[config.mk]
export PLATFORM = sky130hd
export DESIGN_NAME = lje_exec
export DESIGN_NICKNAME = d
export VERILOG_FILES = /design/src/pkg/lje_pkg.sv /design/src/hdl/lje_alu.sv /design/src/hdl/lje_cond.sv /design/src/hdl/lje_exec.sv
export SDC_FILE = /design/constraint.sdc
export NUM_CORES = 1
export LEC_CHECK = 0
export BUFFER_PORTS_ARGS = -buffer_cell sky130_fd_sc_hd__buf_4
export CORE_ASPECT_RATIO = 0.75
export CORE_UTILIZATION = 55
export DETAILED_ROUTE_END_ITERATION = 16
export PLACE_DENSITY = 0.71
export SLEW_MARGIN = 25
export SYNTH_ARGS = -nofsm -noshare
export SYNTH_HDL_FRONTEND = slang
export SYNTH_SLANG_ARGS = --single-unit
[constraint.sdc]
create_clock -name clk -period 10.3 [get_ports clk]
set_clock_uncertainty 0.15 [all_clocks]
set_input_delay 0.515 -clock clk [delete_from_list [all_inputs] [get_ports clk]]
set_output_delay 0.515 -clock clk [all_outputs]
set_load 0.03 [all_outputs]
[src/pkg/lje_pkg.sv]
// Constants, opcodes and register map of the logical and jump execution block
package lje_pkg;
	localparam int W = 30;
	localparam int AW = 15;
	localparam int NCH = 8;
	localparam int BUS_AW = 6;

	typedef logic [5:0] lje_op_t;
	typedef logic [2:0] lje_sel_t;
	typedef logic [BUS_AW-1:0] lje_addr_t;

	// Opcodes (octal 36..64)
	localparam lje_op_t OP_RADD1 = 6'h1E;
	localparam lje_op_t OP_RSUB1 = 6'h1F;
	localparam lje_op_t OP_ELP = 6'h20;
	localparam lje_op_t OP_ALP = 6'h21;
	localparam lje_op_t OP_SLP = 6'h22;
	localparam lje_op_t OP_MCMP = 6'h23;
	localparam lje_op_t OP_RLP = 6'h24;
	localparam lje_op_t OP_RALP = 6'h25;
	localparam lje_op_t OP_RSLP = 6'h26;
	localparam lje_op_t OP_STLP = 6'h27;
	localparam lje_op_t OP_SSET = 6'h28;
	localparam lje_op_t OP_SCPL = 6'h29;
	localparam lje_op_t OP_SCLR = 6'h2A;
	localparam lje_op_t OP_SUBST = 6'h2B;
	localparam lje_op_t OP_RSSET = 6'h2C;
	localparam lje_op_t OP_RSCPL = 6'h2D;
	localparam lje_op_t OP_RSCLR = 6'h2E;
	localparam lje_op_t OP_RSUBST = 6'h2F;
	localparam lje_op_t OP_AJ = 6'h30;
	localparam lje_op_t OP_MJ = 6'h31;
	localparam lje_op_t OP_IJ = 6'h32;
	localparam lje_op_t OP_OJ = 6'h33;
	localparam lje_op_t OP_ARJ = 6'h34;

	// Store modes for which the branch selector is not interpreted, and the halting jump selector
	localparam lje_sel_t K_NOJ0 = 3'h0;
	localparam lje_sel_t K_NOJ4 = 3'h4;
	localparam lje_sel_t J_HALT = 3'h4;

	// Register byte offsets
	localparam lje_addr_t OFS_ACC = 6'h00;
	localparam lje_addr_t OFS_MQ = 6'h04;
	localparam lje_addr_t OFS_SCR = 6'h08;
	localparam lje_addr_t OFS_PC = 6'h0C;
	localparam lje_addr_t OFS_OPND = 6'h10;
	localparam lje_addr_t OFS_OADDR = 6'h14;
	localparam lje_addr_t OFS_CMD = 6'h18;
	localparam lje_addr_t OFS_STAT = 6'h1C;
	localparam lje_addr_t OFS_CTRL = 6'h20;

	// Command fields
	localparam int CMD_OP_LSB = 0;
	localparam int CMD_J_LSB = 6;
	localparam int CMD_K_LSB = 9;
	localparam int CMD_BITS = 12;

	// Status fields
	localparam int ST_BUSY = 0;
	localparam int ST_HALT = 1;
	localparam int ST_SKIP = 2;
	localparam int ST_JUMP = 3;
	localparam int ST_KEY_LSB = 8;
	localparam int ST_HOLD_LSB = 16;
	localparam int CTRL_CLR_HALT = 0;

	// Reset values
	localparam logic [W-1:0] RST_WORD = 30'h0;
	localparam logic [AW-1:0] RST_ADDR = 15'h0;
	localparam logic [CMD_BITS-1:0] RST_CMD = 12'h0;
endpackage

[src/hdl/lje_alu.sv]
// Logical product, selective and load/add datapath
`timescale 1ns/100ps
module lje_alu (
	// Operation
	input wire lje_pkg::lje_op_t opc,
	// Operands
	input wire logic [lje_pkg::W-1:0] a,
	input wire logic [lje_pkg::W-1:0] q,
	input wire logic [lje_pkg::W-1:0] x,
	input wire logic [lje_pkg::W-1:0] y,
	// Results
	output logic [lje_pkg::W-1:0] a_nxt,
	output logic [lje_pkg::W-1:0] x_nxt,
	output logic [lje_pkg::W-1:0] probe
);
	import lje_pkg::*;

	logic [W-1:0] yq;

	assign yq = y & q;

	always_comb begin
		a_nxt = a;
		x_nxt = x;
		probe = a;
		case (opc)
			OP_RADD1: a_nxt = y + 30'h1;
			OP_RSUB1: a_nxt = y - 30'h1;
			OP_ELP, OP_RLP: begin
				x_nxt = yq;
				a_nxt = yq;
			end
			OP_ALP, OP_RALP: begin
				x_nxt = yq;
				a_nxt = a + yq;
			end
			OP_SLP, OP_RSLP: begin
				x_nxt = yq;
				a_nxt = a - yq;
			end
			OP_MCMP: begin
				x_nxt = yq;
				probe = a - yq;
				a_nxt = probe + yq;
			end
			OP_STLP: x_nxt = a & q;
			OP_SSET, OP_RSSET: a_nxt = a | y;
			OP_SCPL, OP_RSCPL: a_nxt = a ^ y;
			OP_SCLR, OP_RSCLR: a_nxt = a & ~y;
			OP_SUBST, OP_RSUBST: begin
				x_nxt = yq;
				a_nxt = (a & ~q) | yq;
			end
			default: a_nxt = a;
		endcase
	end
endmodule // lje_alu

[src/hdl/lje_cond.sv]
// Jump, skip and halt condition evaluation
`timescale 1ns/100ps
module lje_cond (
	// Operation
	input wire lje_pkg::lje_op_t opc,
	input wire lje_pkg::lje_sel_t j,
	input wire lje_pkg::lje_sel_t k,
	// Tested state
	input wire logic [lje_pkg::W-1:0] a,
	input wire logic [lje_pkg::W-1:0] q,
	input wire logic [lje_pkg::W-1:0] probe,
	input wire logic [lje_pkg::NCH-1:0] keys,
	input wire logic [lje_pkg::NCH-1:0] hold,
	// Decisions
	output logic take,
	output logic skip,
	output logic stop
);
	import lje_pkg::*;

	function automatic logic arith(input lje_sel_t s, input logic [W-1:0] av,
		input logic [W-1:0] qv);
		logic r;
		r = 1'b0;
		case (s)
			3'h0: r = 1'b0;
			3'h1: r = 1'b1;
			3'h2: r = ~qv[W-1];
			3'h3: r = qv[W-1];
			3'h4: r = (av == RST_WORD);
			3'h5: r = (av != RST_WORD);
			3'h6: r = ~av[W-1];
			3'h7: r = av[W-1];
			default: r = 1'b0;
		endcase
		return r;
	endfunction

	always_comb begin
		take = 1'b0;
		skip = 1'b0;
		stop = 1'b0;
		case (opc)
			OP_AJ, OP_ARJ: take = arith(j, a, q);
			OP_MJ: begin
				take = (j == 3'h0) || j[2] || keys[j];
				stop = (j == J_HALT) || (j[2] && keys[j]);
			end
			OP_IJ: take = hold[j];
			OP_OJ: take = ~hold[j];
			OP_MCMP: skip = arith(j, probe, q);
			// selector ignored for k 0 or 4
			OP_STLP: skip = (k != K_NOJ0) && (k != K_NOJ4) && arith(j, a, q);
			default: take = 1'b0;
		endcase
	end
endmodule // lje_cond

[src/hdl/lje_exec.sv]
// Execution unit for logical, selective and jump instructions with Avalon-MM registers
// What this block does
// - 36/37 load operand plus/minus one, store
// - 40 load AND of operand and Q
// - 41/42 add or subtract the AND product
// - 43 masked compare skips, accumulator unchanged, X loads the AND product
// - 44-46 product ops then store accumulator
// - 47 store A AND Q, skip on selector unless k is 0 or 4
// - 50-52 selective set, complement, clear accumulator
// - 53 substitute operand bits under Q mask
// - 54-57 selective ops then store accumulator
// - 60 jump selected by arithmetic condition
// - taken jump loads low 15 operand bits
// - untaken jump continues at next address
// - 61 jump on selected console key 1-3, selector 0 always jumps
// - 61 selectors 4-7 jump, halt on 4 or when the selected key is set
// - 62 jump when channel holds data
// - 63 jump when channel is empty
// - 64 return jump on arithmetic condition
// - return jump saves address, stores low half
// - words 30 bits, addresses zero-extended
`timescale 1ns/100ps
module lje_exec (
	// Clock and reset
	input wire logic clk,
	input wire logic rst,
	// Avalon-MM slave
	input wire lje_pkg::lje_addr_t avs_address,
	input wire logic avs_read,
	input wire logic avs_write,
	input wire logic [31:0] avs_writedata,
	input wire logic [3:0] avs_byteenable,
	output logic [31:0] avs_readdata,
	output logic avs_waitrequest,
	// Console keys and channel holding flags
	input wire logic [lje_pkg::NCH-1:0] console_keys,
	input wire logic [lje_pkg::NCH-1:0] chan_hold,
	// Core storage write port
	output logic mem_wr_req,
	output logic [lje_pkg::AW-1:0] mem_wr_addr,
	output logic [lje_pkg::W-1:0] mem_wr_data,
	output lje_pkg::lje_sel_t mem_wr_mode,
	output logic mem_wr_low_half,
	input wire logic mem_wr_ack,
	// Status
	output logic busy,
	output logic halted
);
	import lje_pkg::*;

	typedef enum logic [2:0] {
		S_IDLE = 3'b001,
		S_EXEC = 3'b010,
		S_STORE = 3'b100
	} lje_state_t;

	lje_state_t state_r, state_nxt;
	logic resp_r, wr_go, rd_cap;
	logic [31:0] rd_mux, wr_word, readdata_r;
	logic [W-1:0] a_r, q_r, x_r, y_r, wdata_r, a_nxt, x_nxt, probe, p_wide;
	logic [AW-1:0] p_r, oaddr_r, waddr_r;
	logic [CMD_BITS-1:0] cmd_r;
	logic halt_r, skip_r, jump_r, rj_r, req_r, wlow_r;
	logic [NCH-1:0] keys_s1_r, keys_s2_r, hold_s1_r, hold_s2_r;
	lje_sel_t wmode_r, sel_j, sel_k;
	lje_op_t opc;
	logic take, skip, stop, is_store, is_jump, ret_jump, exec, idle, clr_halt;

	function automatic logic [31:0] merge(input logic [31:0] old,
		input logic [31:0] nw, input logic [3:0] be);
		logic [31:0] r;
		r = old;
		for (int i = 0; i < 4; i++) begin
			if (be[i]) begin
				r[i*8 +: 8] = nw[i*8 +: 8];
			end
		end
		return r;
	endfunction

	// Avalon handshake: one wait cycle per access
	assign avs_waitrequest = (avs_read || avs_write) && !resp_r;
	assign wr_go = avs_write && resp_r;
	assign rd_cap = avs_read && !resp_r;
	assign avs_readdata = readdata_r;
	assign wr_word = merge(rd_mux, avs_writedata, avs_byteenable);

	always_ff @(posedge clk or posedge rst) begin
		if (rst) begin
			resp_r <= 1'b0;
		end else begin
			resp_r <= (avs_read || avs_write) && !resp_r;
		end
	end

	// Pin synchronisers
	always_ff @(posedge clk or posedge rst) begin
		if (rst) begin
			keys_s1_r <= '0;
			keys_s2_r <= '0;
			hold_s1_r <= '0;
			hold_s2_r <= '0;
		end else begin
			keys_s1_r <= console_keys;
			keys_s2_r <= keys_s1_r;
			hold_s1_r <= chan_hold;
			hold_s2_r <= hold_s1_r;
		end
	end

	// Instruction decode
	assign opc = cmd_r[CMD_OP_LSB +: 6];
	assign sel_j = cmd_r[CMD_J_LSB +: 3];
	assign sel_k = cmd_r[CMD_K_LSB +: 3];
	assign idle = (state_r == S_IDLE);
	assign exec = (state_r == S_EXEC);
	assign busy = !idle;
	assign halted = halt_r;
	assign is_jump = (opc == OP_AJ) || (opc == OP_MJ) || (opc == OP_IJ) ||
		(opc == OP_OJ) || (opc == OP_ARJ);
	assign is_store = (opc == OP_RADD1) || (opc == OP_RSUB1) ||
		((opc >= OP_RLP) && (opc <= OP_STLP)) ||
		((opc >= OP_RSSET) && (opc <= OP_RSUBST));
	assign ret_jump = (opc == OP_ARJ) && take;
	assign p_wide = {{(W-AW){1'b0}}, p_r};

	lje_alu u_alu (
		.opc(opc),
		.a(a_r),
		.q(q_r),
		.x(x_r),
		.y(y_r),
		.a_nxt(a_nxt),
		.x_nxt(x_nxt),
		.probe(probe)
	);

	lje_cond u_cond (
		.opc(opc),
		.j(sel_j),
		.k(sel_k),
		.a(a_r),
		.q(q_r),
		.probe(probe),
		.keys(keys_s2_r),
		.hold(hold_s2_r),
		.take(take),
		.skip(skip),
		.stop(stop)
	);

	// Sequencer
	always_comb begin
		state_nxt = state_r;
		case (state_r)
			S_IDLE: begin
				if (wr_go && (avs_address == OFS_CMD)) begin
					state_nxt = S_EXEC;
				end
			end
			S_EXEC: begin
				if (is_store || ret_jump) begin
					state_nxt = S_STORE;
				end else begin
					state_nxt = S_IDLE;
				end
			end
			S_STORE: begin
				if (mem_wr_ack) begin
					state_nxt = S_IDLE;
				end
			end
			default: state_nxt = S_IDLE;
		endcase
	end

	always_ff @(posedge clk or posedge rst) begin
		if (rst) begin
			state_r <= S_IDLE;
		end else begin
			state_r <= state_nxt;
		end
	end

	// Command register, accepted only while idle
	always_ff @(posedge clk or posedge rst) begin
		if (rst) begin
			cmd_r <= RST_CMD;
		end else if (idle && wr_go && (avs_address == OFS_CMD)) begin
			cmd_r <= avs_writedata[CMD_BITS-1:0];
		end
	end

	// Accumulator
	always_ff @(posedge clk or posedge rst) begin
		if (rst) begin
			a_r <= RST_WORD;
		end else if (exec && !is_jump) begin
			a_r <= a_nxt;
		end else if (idle && wr_go && (avs_address == OFS_ACC)) begin
			a_r <= wr_word[W-1:0];
		end
	end

	// Multiplier register, written by software only
	always_ff @(posedge clk or posedge rst) begin
		if (rst) begin
			q_r <= RST_WORD;
		end else if (idle && wr_go && (avs_address == OFS_MQ)) begin
			q_r <= wr_word[W-1:0];
		end
	end

	// Operand word
	always_ff @(posedge clk or posedge rst) begin
		if (rst) begin
			y_r <= RST_WORD;
		end else if (idle && wr_go && (avs_address == OFS_OPND)) begin
			y_r <= wr_word[W-1:0];
		end
	end

	// Store address
	always_ff @(posedge clk or posedge rst) begin
		if (rst) begin
			oaddr_r <= RST_ADDR;
		end else if (idle && wr_go && (avs_address == OFS_OADDR)) begin
			oaddr_r <= wr_word[AW-1:0];
		end
	end

	// Scratch register
	always_ff @(posedge clk or posedge rst) begin
		if (rst) begin
			x_r <= RST_WORD;
		end else if (exec) begin
			if (ret_jump) begin
				x_r <= p_wide;
			end else if (!is_jump) begin
				x_r <= x_nxt;
			end
		end
	end

	// Instruction address
	always_ff @(posedge clk or posedge rst) begin
		if (rst) begin
			p_r <= RST_ADDR;
		end else if (exec) begin
			if (is_jump && take) begin
				p_r <= y_r[AW-1:0];
			end else if (skip) begin
				p_r <= p_r + 15'h2;
			end else begin
				p_r <= p_r + 15'h1;
			end
		end else if ((state_r == S_STORE) && mem_wr_ack && rj_r) begin
			p_r <= p_r + 15'h1;
		end else if (idle && wr_go && (avs_address == OFS_PC)) begin
			p_r <= wr_word[AW-1:0];
		end
	end

	// Outcome flags of the last instruction
	always_ff @(posedge clk or posedge rst) begin
		if (rst) begin
			skip_r <= 1'b0;
			jump_r <= 1'b0;
			rj_r <= 1'b0;
		end else if (exec) begin
			skip_r <= skip;
			jump_r <= is_jump && take;
			rj_r <= ret_jump;
		end
	end

	// Halt flag, set wins over clear
	assign clr_halt = wr_go && (avs_address == OFS_CTRL) &&
		avs_byteenable[0] && avs_writedata[CTRL_CLR_HALT];

	always_ff @(posedge clk or posedge rst) begin
		if (rst) begin
			halt_r <= 1'b0;
		end else if (exec && stop) begin
			halt_r <= 1'b1;
		end else if (clr_halt) begin
			halt_r <= 1'b0;
		end
	end

	// Core storage write request
	always_ff @(posedge clk or posedge rst) begin
		if (rst) begin
			req_r <= 1'b0;
			waddr_r <= RST_ADDR;
			wdata_r <= RST_WORD;
			wmode_r <= K_NOJ0;
			wlow_r <= 1'b0;
		end else if (exec && ret_jump) begin
			req_r <= 1'b1;
			waddr_r <= y_r[AW-1:0];
			wdata_r <= p_wide;
			wmode_r <= sel_k;
			wlow_r <= 1'b1;
		end else if (exec && is_store) begin
			req_r <= 1'b1;
			waddr_r <= oaddr_r;
			wdata_r <= (opc == OP_STLP) ? x_nxt : a_nxt;
			wmode_r <= sel_k;
			wlow_r <= 1'b0;
		end else if (mem_wr_ack) begin
			req_r <= 1'b0;
		end
	end

	assign mem_wr_req = req_r;
	assign mem_wr_addr = waddr_r;
	assign mem_wr_data = wdata_r;
	assign mem_wr_mode = wmode_r;
	assign mem_wr_low_half = wlow_r;

	// Read data
	always_comb begin
		rd_mux = 32'h0;
		case (avs_address)
			OFS_ACC: rd_mux = {2'h0, a_r};
			OFS_MQ: rd_mux = {2'h0, q_r};
			OFS_SCR: rd_mux = {2'h0, x_r};
			OFS_PC: rd_mux = {17'h0, p_r};
			OFS_OPND: rd_mux = {2'h0, y_r};
			OFS_OADDR: rd_mux = {17'h0, oaddr_r};
			OFS_CMD: rd_mux = {20'h0, cmd_r};
			OFS_STAT: begin
				rd_mux[ST_BUSY] = busy;
				rd_mux[ST_HALT] = halt_r;
				rd_mux[ST_SKIP] = skip_r;
				rd_mux[ST_JUMP] = jump_r;
				rd_mux[ST_KEY_LSB +: NCH] = keys_s2_r;
				rd_mux[ST_HOLD_LSB +: NCH] = hold_s2_r;
			end
			default: rd_mux = 32'h0;
		endcase
	end

	always_ff @(posedge clk or posedge rst) begin
		if (rst) begin
			readdata_r <= 32'h0;
		end else if (rd_cap) begin
			readdata_r <= rd_mux;
		end
	end
endmodule // lje_exec

# == After elaboration in Yosys (flattened, before gate mapping) ==
# Cells that the tools add are included.
# Widths: inputs -> output; s select.
# word_totals
regBits,284
input_bits,63
out_inout_bits,85
word_cells,206
# op_classes
add_sub_neg,7
magnitude_cmp,5
eq_ne,45
n_mux,48
bitwise_logic,13
reduce_logical,65
# op_table
operator,count
$pmux 30 s10,1
$mux 30,8
$eq 6x6->1 const B,22
$pmux 16 s8,1
$and 30x30->30,4
$mux 15,7
$add 30x30->30,2
$logic_not 30->1,2
$not 30->30,2
$or 30x30->30,2
$pmux 30 s2,1
$reduce_bool 30->1,2
$eq 6x5->1 const B,6
$pmux 4 s8,1
$add 30x1->30 const B,1
$sub 30x1->30 const B,1
$sub 30x30->30,1
$xor 30x30->30,1
$pmux 4 s7,1
$logic_and 1x1->1,27
$mux 8,3
$pmux 6 s4,1
$pmux 1 s8,2
$reduce_or 2->1,8
other kinds (29),76

# == Longest topological paths before layout ==
# Gate-level depths: netlist of run 1.
# depth
ltp_word,9
ltp_mapped,25
ltp_nobuf,23

# == Modules after synthesis ==
# Synthesis of run 1 repeated with hierarchy kept, for this count alone.
# unflattened
hier_cells,2618
area_unflattened_um2,22356.4
# by_module_without_submodules
module,instances,cells_each,area_each_um2,seq_area_each_um2
lje_exec,1,1296,13392.8,7058.0
lje_alu,1,1259,8483.1,0.0
lje_cond,1,63,480.5,0.0

# == Worst setup path before layout of run 1 ==
# No wires, ideal clock.
# synth_timing
kind,reg2reg
startpoint,register cmd_r[3]
endpoint,register wdata_r[22] (netlist: mem_wr_data[22])
setup_time_ps,118
arrival_ps,4993
required_ps,10032
slack_ps,5040
stages_incl_launch_ff,26
n_path_buf,5
synth_period_minus_slack_ps,5260
cell_sequence,dfrtp_1 > clkbuf_1 > and4bb_2 > nand3b_1 > buf_2 > buf_2 > clkbuf_1 > clkbuf_1 > nand2_1 > o21ai_0 > ha_1 > inv_1 > fa_1 > nor2b_1 > o21ai_0 > a21boi_0 > o21ai_0 > a2111o_1 > a31oi_1 > o41ai_1 > o21ba_2 > o31a_1 > mux2i_1 > o32ai_1 > o21a_1 > nor2_1
# synth_via
elab_chain_cells,6
word_cells_on_any_way,51
classes_between,4 x order compare; 23 x eq/ne; 6 x mux; 18 x reduce/logical
# synth_lines
item,line_no,text
"start, declared",lje_exec.sv:62,logic [CMD_BITS-1:0] cmd_r;
"start signal, assigned",lje_exec.sv:190,cmd_r <= avs_writedata[CMD_BITS-1:0];
$eq 6x6->1 (tied with other cells),lje_alu.sv:26,case (opc)
$reduce_or 9->1 (no source line) (tied with other cells),--,
$pmux 30 s2 (tied with other cells),lje_alu.sv:26,
$mux 30 (tied with other cells),lje_exec.sv:308,wdata_r <= (opc == OP_STLP) ? x_nxt : a_nxt;
$mux 30 (tied with other cells),lje_exec.sv:305,end else if (exec && is_store) begin
$mux 30 / $reduce_bool 2->1 (equally long branches),--,
"end signal, assigned",lje_exec.sv:302,wdata_r <= p_wide;
"end signal, assigned",lje_exec.sv:308,
"end, declared",lje_exec.sv:60,"logic [W-1:0] a_r, q_r, x_r, y_r, wdata_r, a_nxt, x_nxt, probe, p_wide;"
# Several ways; a longest one is shown, not always the timed one. The select of a mux whose other input is x is not followed.
# A chain may end at the register's enable or synchronous reset.

# == Final worst setup path of run 1 ==
# layout_timing
startpoint,register cmd_r[1]
endpoint,register wdata_r[29] (netlist: mem_wr_data[29])
# The elaborated chain is that of the path after synthesis.

==> run metrics, run 1 <==
CTS tree=done; H-Tree Depth=1; Peak VDD IR=134.2 uV; library cells used by synthesis=91; RePlAce Congestion=1.040; worst-path maximum fanout=29; vias in the first global route=21,672; post-synthesis sequential area ratio=0.3180; core area=0.03965 mm2; CP arrival=7.17 ns; First-pass DRT Iterations=8; fmax=146.3 MHz; largest family of logic cells by synthesized area=compound AO/OA/AOI/OAI gates; Lkg Pwr=11.34 nW; WL met1=40,230 um; Synth Area in Simple Gates=0.1822; I/O pins=148; Synth Area in Compound Gates=0.2746; clock tree root buffer cell=clkbuf_16; DR vias/cell=7.151; max-slew violations=0; Synth area leader=dfrtp_1; Setup Viol. Count Final=0; cell count after placement=3,284; Worst Max-Slew Pin Slew=1.154 ns; first-pass GRT wire length=138,800 um; Yosys reg bits=282; Starting Density=0.5597; WL/cell=28.20 um; worst skew pair latency=0.60 ns; die width=234.0 um; Post-synth top flop=dfrtp_1; routed wl met3=17,350 um; crit path time final=6.837 ns; Worst Hold Class=input pin to register; Setup TNS=0 ns; Multi-input gate area=0.01397 mm2; Layout area overhead=12.39%; critical path required time=10.63 ns; vias=24,021; Total Die Area=0.04117 mm2; Final ANT Viol Nets=0; top-area cell type share of the netlist area=0.3169; die height=176.0 um; CTS buffer count=29; Fin Hold WS=0.005079 ns; WL final=94,730 um; Post-CTS Resized=0; Syn Area/Cell=8.058 um2; mux contribution to synthesized area=0.04939; XOR/XNOR share of the synthesized area=0.02999; top routing layer used=met4; Fin. Hold Viols=0; WL met2=34,460 um; Total Power=3.214 mW; gr ovfl total=0; Post-Synth Adder-Cell Area=0.08840; CTS Sinks=282; DRC Markers=0; yosys warns=0; Area contributors post-synth=dfrtp_1 32%, ha_1 8.6%, nand2_1 7.1%; layout cells sized above 1=0.1209; status=completed; Post-Layout Cell Count=3,359; ys async rst share=1.000; final setup margin=3.463 ns; pwr dens=128.9 mW/mm2; Synth top cells by count=417 x nand2_1, 281 x dfrtp_1, 272 x o21ai_0; Initial DRC Count=4,175; initial antenna violation count=0; Crit. End Element=register; Post-synth EDFFs=0; detailed placer's ending HPWL=69,800 um; maximum buffer depth of the clock tree=3; crit share post-route=0.6638; synthesized instance count=2,754; count leader, synth=nand2_1; Port Buf Inserts=143; max-cap violations=0; sequential cell area=0.007058 mm2; FP Rows=63; post-synthesis cell area=0.02219 mm2; WS Path Type=register to register; Place WS=3.821 ns; Slew HR=0.2087; Tot GR Track Use=0.4532; RSZ-0062 raised after global routing=false; nets=3,032; fillers=3,401; Clock Pin Slew Worst Setup and Hold Paths=0.07 ns; CP Launch Type=register; largest net degree at the start of global routing=84
## cells by family (layout without fill, tap and decap cells)
| group | after synthesis | after routing |
|---|---|---|
| compound gates | 922 | 922 |
| xor+xnor | 76 | 76 |
| fa+ha+maj | 155 | 155 |
| buf+inv | 321 | 402 |
| flops | 282 | 282 |
| mux | 101 | 101 |
| other cells | 1 | 5 |
| simple gates | 896 | 896 |
## path summary, 6_finish.rpt
| path | start | to | slack, ns | depth (start not counted) |
|---|---|---|---|---|
| worst max-delay path | cmd_r[1]$_DFFE_PP0P_ | mem_wr_data[29]$_DFFE_PP0P_ | 3.46 | 18 |
| min in group asynchronous | rst | mem_wr_low_half$_DFFE_PP0P_ | 0.40 | 3 |
| worst min-delay path | avs_writedata[1] | cmd_r[1]$_DFFE_PP0P_ | 0.005 | 3 |
| max in group asynchronous | rst | y_r[24]$_DFFE_PP0P_ | 7.63 | 5 |
| worst max register to register | cmd_r[1]$_DFFE_PP0P_ | mem_wr_data[29]$_DFFE_PP0P_ | 3.46 | 18 |
| worst min register to register | keys_s1_r[5]$_DFF_PP0_ | keys_s2_r[5]$_DFF_PP0_ | 0.19 | 0 |
## power breakdown
part           total, mW  switching (mW)  leakage (nW)  internal [mW]
Sequential          1.30           0.151          3.68           1.15
Clock               1.23           0.490         0.541          0.739
Combinational      0.680           0.446          7.12          0.235
Total               3.21            1.09          11.3           2.13
## cells in the final DEF (no fill, tap or decap), types with 17 or more instances in the layout
cell type,netlist,final
mux2_2,45,45
dfrtp_1,281,281
a31oi_1,33,32
mux2i_1,53,53
inv_1,140,139
or3_1,21,21
a211oi_1,21,21
o211ai_1,27,27
dlygate4sd3_1,0,19
buf_4,8,188
nor2_1,169,163
xor2_1,32,32
a22oi_1,60,60
o221ai_1,34,34
nand3_1,84,84
xnor2_1,44,44
o22ai_1,18,18
nand2_1,417,415
o21ai_0,272,272
nor2b_1,21,21
nor3_1,45,40
ha_1,152,152
nand4_1,37,37
a21oi_1,175,173
a221oi_1,36,36
clkbuf_16,0,29
o2111ai_1,17,17
and3_1,18,18
a21o_1,40,40
a222oi_1,17,17
a22o_1,19,19
## metal layers
layer	track usage	up-vias
met5	0	-
met3	0.2096	217
li1	-	10243
met1	0.6898	11573
met4	0.1150	0
met2	0.5595	1988
## state kept, by name, indices dropped and copies added, names as in the netlist, 3 cells and up, named ones only
| name | cells |
|---|---|
| x_r | 30 |
| cmd_r | 12 |
| mem_wr_addr | 15 |
| state_r | 3 |
| keys_s2_r | 8 |
| hold_s1_r | 8 |
| oaddr_r | 15 |
| q_r | 30 |
| p_r | 15 |
| y_r | 30 |
| keys_s1_r | 8 |
| mem_wr_mode | 3 |
| hold_s2_r | 8 |
| a_r | 24 |
| mem_wr_data | 30 |
| avs_readdata | 30 |
## critical path, stage by stage (launching register included)
cell and delay [ns]:
dfrtp_1 0.83, nand2_1 0.25, nor3b_1 0.42, and3_1 0.22, buf_4 0.40, ha_1 0.32
a21o_1 0.18, a21o_1 0.21, a211oi_1 0.63, o31a_1 0.34, a311oi_1 0.21, o41ai_2 0.72
a21oi_1 0.20, nor3_1 0.44, a21oi_1 0.19, xnor2_1 0.19, o221ai_1 0.26, a211o_1 0.37
a22o_1 0.18
## through the flow
stage                       util  area, um2
after global placement    0.5959      23630
final                     0.6291      24940
after CTS                 0.6287      24930
after floorplan                -      22200
after detailed placement  0.5959      23630
after global routing      0.6289      24930
## layout make-up
| class | count | area share |
|---|---|---|
| Antenna cell | 3 | 0.0003010 |
| Clock buffer | 33 | 0.03050 |
| Clock inverter | 20 | 0.01400 |
| Inverter | 141 | 0.02152 |
| Multi-Input combinational cell | 2152 | 0.5599 |
| Sequential cell | 282 | 0.2830 |
| Tap cell | 520 | 0.02609 |
| Timing Repair Buffer | 208 | 0.06466 |
## repair_timing
item                      in CTS  in global routing
buffers inserted               0                  0
hold buffers                  19                  0
hold endpoints to repair     100                  0
Power figures use the tool's default switching activity.
==> run 2, diff against run 1 <==
--- a/config.mk
+++ b/config.mk
@@ -5,6 +5,7 @@
 export SDC_FILE = /design/constraint.sdc
 export NUM_CORES = 1
 export LEC_CHECK = 0
+export ABC_AREA = 1
 export BUFFER_PORTS_ARGS = -buffer_cell sky130_fd_sc_hd__buf_4
 export CORE_ASPECT_RATIO = 0.75
 export CORE_UTILIZATION = 55
==> constraint.sdc (replaced) <==
create_clock -name clk -period 7.2 [get_ports clk]
set_clock_uncertainty 0.15 [all_clocks]
set_input_delay 0.36 -clock clk [delete_from_list [all_inputs] [get_ports clk]]
set_output_delay 0.36 -clock clk [all_outputs]
set_load 0.03 [all_outputs]
==> run 2 against run 1 <==
Register-to-register slack got worse by 2.3 ns; worst hold slack improved by 0.015 ns; non-clock buffer count rose by 17; combinational power rose to 2.8 times the previous value; synthesized cell count rose by 20%; clock power rose by 12%; routed wire length rose by 7.1%; critical path depth rose by 9; highest routed layer is now met5; area after synthesis rose by 2.1%; global-route usage rose by 1.8 points.
==> run metrics, run 2 <==
FP Rows=63; Fin. Hold Viols=0; crit share post-route=0.8428; Fin Hold WS=0.01998 ns; commonest non-fill, non-tap cell in the layout=nand2_1; Crit. End Element=register; crit path time final=6.068 ns; cell count after placement=3,902; met1 usage=0.6001; Starting Density=0.5660; Total Power=5.164 mW; pwr dens=203.1 mW/mm2; max-cap violations=0; largest net degree at the start of global routing=171; top-area cell type share of the netlist area=0.3103; Peak VDD IR=180.9 uV; critical path required time=7.49 ns; Post-Layout Cell Count=3,981; max-slew violations=0; synthesized instance count=3,313; DR vias/cell=6.632; Layout area overhead=12.21%; Final Cell Area=0.02543 mm2; Tot GR Track Use=0.4708; CP dominant cell by count=nand2_1; Yosys reg bits=282; count leader, synth=nand2_1; Setup Viol. Count Final=0; fillers=3,608; layout cells sized above 1=0.09309; Port Buf Inserts=143; I/O pins=148; post-synthesis cell area=0.02266 mm2; Synth area leader=dfrtp_1; Post-synth top flop=dfrtp_1; post-synthesis sequential area ratio=0.3114; initial antenna violation count=2; CP max stage cell=nor4_1; gr ovfl total=0; WL/cell=25.48 um; Synth top cells by count=808 x nand2_1, 414 x inv_1, 371 x o21ai_0; CTS tree=done; core area=0.04004 mm2; ys async rst share=1.000; Initial DRC Count=4,793; Area after DPL=0.02430 mm2; CTS Sinks=282; Slowest Stage Delay on Critical Path=0.62 ns; met2 global-route usage=0.6864; worst skew pair latency=0.57 ns; vias in the first global route=24,545; RePlAce Congestion=1.066; Multi-input gate area=0.01352 mm2; nets=3,659; most frequent cells in the layout=808 x nand2_1, 413 x inv_1, 367 x o21ai_0, 281 x dfrtp_1, 250 x nor2_1; WS Path Type=register to register; CP arrival=6.36 ns; Lkg Pwr=12.48 nW; sequential cell area=0.007058 mm2; final setup margin=1.132 ns; fmax=164.8 MHz; die width=236.4 um; DRC Markers=0; WL final=101,400 um; first-pass GRT wire length=148,200 um; Final ANT Viol Nets=0; Area contributors post-synth=dfrtp_1 31%, nand2_1 13%, ha_1 8.4%; Post-CTS Resized=0; Post-synth EDFFs=0; Total Die Area=0.04203 mm2; First-pass DRT Iterations=8; Slew HR=0.2308; RSZ-0062 raised after global routing=false; Setup TNS=0 ns; die height=177.8 um; Worst Hold Class=input pin to register; detailed placer's ending HPWL=76,630 um; Worst Max-Slew Pin Slew=1.151 ns; library cells used by synthesis=65; worst-path maximum fanout=7; vias=26,402; maximum buffer depth of the clock tree=3; Place WS=1.541 ns; status=completed; CP Launch Type=register; clock tree root buffer cell=clkbuf_16; Final Util=0.6350; CTS buffer count=25; yosys warns=0; met3 global-route usage=0.1834; Syn Area/Cell=6.841 um2; Clock Pin Slew Worst Setup and Hold Paths=0.07 ns; GRT Max-Usage Layer=met2; H-Tree Depth=1
## run 2: cells by family (layout without fill, tap and decap cells)
logic type	Yosys count	count (layout)	share of synthesized area
other	1	4	0.0001655
buffers and inverters	554	699	0.09424
multiplexers	4	4	0.001877
AO/OA/AOI/OAI	880	880	0.2312
adder cells (fa/ha/maj)	155	155	0.08657
AND/OR/NAND/NOR	1400	1400	0.2603
flip-flops	282	282	0.3114
XOR/XNOR	37	37	0.01430
## run 2: worst max-delay path, delay by kind of cell (launching register included)
kind | cells | cell delay, ns
AO/OA/AOI/OAI | 5 | 0.74
AND/OR/NAND/NOR | 17 | 3.08
flip-flops | 1 | 0.53
adder cells (fa/ha/maj) | 3 | 1.21
buffers and inverters | 2 | 0.23
## run 2: report_power, final
part | total (mW) | switching, mW | internal, mW
combinational | 1.89 | 1.31 | 0.581
sequential | 1.90 | 0.192 | 1.70
clock | 1.38 | 0.657 | 0.719
## run 2: final cells by class
| class | instances | share of cell area |
|---|---|---|
| antenna | 2 | 0.0001968 |
| sequential | 282 | 0.2776 |
| timing repair buffer | 225 | 0.07021 |
| clock buffer | 31 | 0.02706 |
| inverter | 429 | 0.06347 |
| tap | 520 | 0.02559 |
| clock inverter | 14 | 0.004281 |
| multi-input combinational | 2478 | 0.5316 |
## run 2: worst paths after layout
path | depth (start not counted) | from | slack [ns] | endpoint
min in group asynchronous | 3 | rst | 0.32 | mem_wr_data[23]$_DFFE_PP0P_
worst max register to register | 27 | y_r[0]$_DFFE_PP0P_ | 1.13 | mem_wr_data[26]$_DFFE_PP0P_
worst min register to register | 0 | hold_s1_r[2]$_DFF_PP0_ | 0.20 | hold_s2_r[2]$_DFF_PP0_
worst min-delay path | 4 | avs_write | 0.02 | state_r[0]$_DFFE_PP1P_
max in group asynchronous | 4 | rst | 5.12 | avs_readdata[7]$_DFFE_PP0P_
worst max-delay path | 27 | y_r[0]$_DFFE_PP0P_ | 1.13 | mem_wr_data[26]$_DFFE_PP0P_
## run 2: repair_timing
| action | in CTS | in global routing |
|---|---|---|
| endpoints found under the setup margin | 0 | 0 |
| hold buffers | 32 | 0 |
| setup buffers | 0 | 0 |
| endpoints found under the hold margin | 58 | 0 |
## run 2: per-layer routing
metal | vias to the layer above | wire (um)
met4 | 2 | 6549
met2 | 2199 | 41210
li1 | 11477 | -
met1 | 12229 | 37480
met3 | 495 | 16190
met5 | - | 13
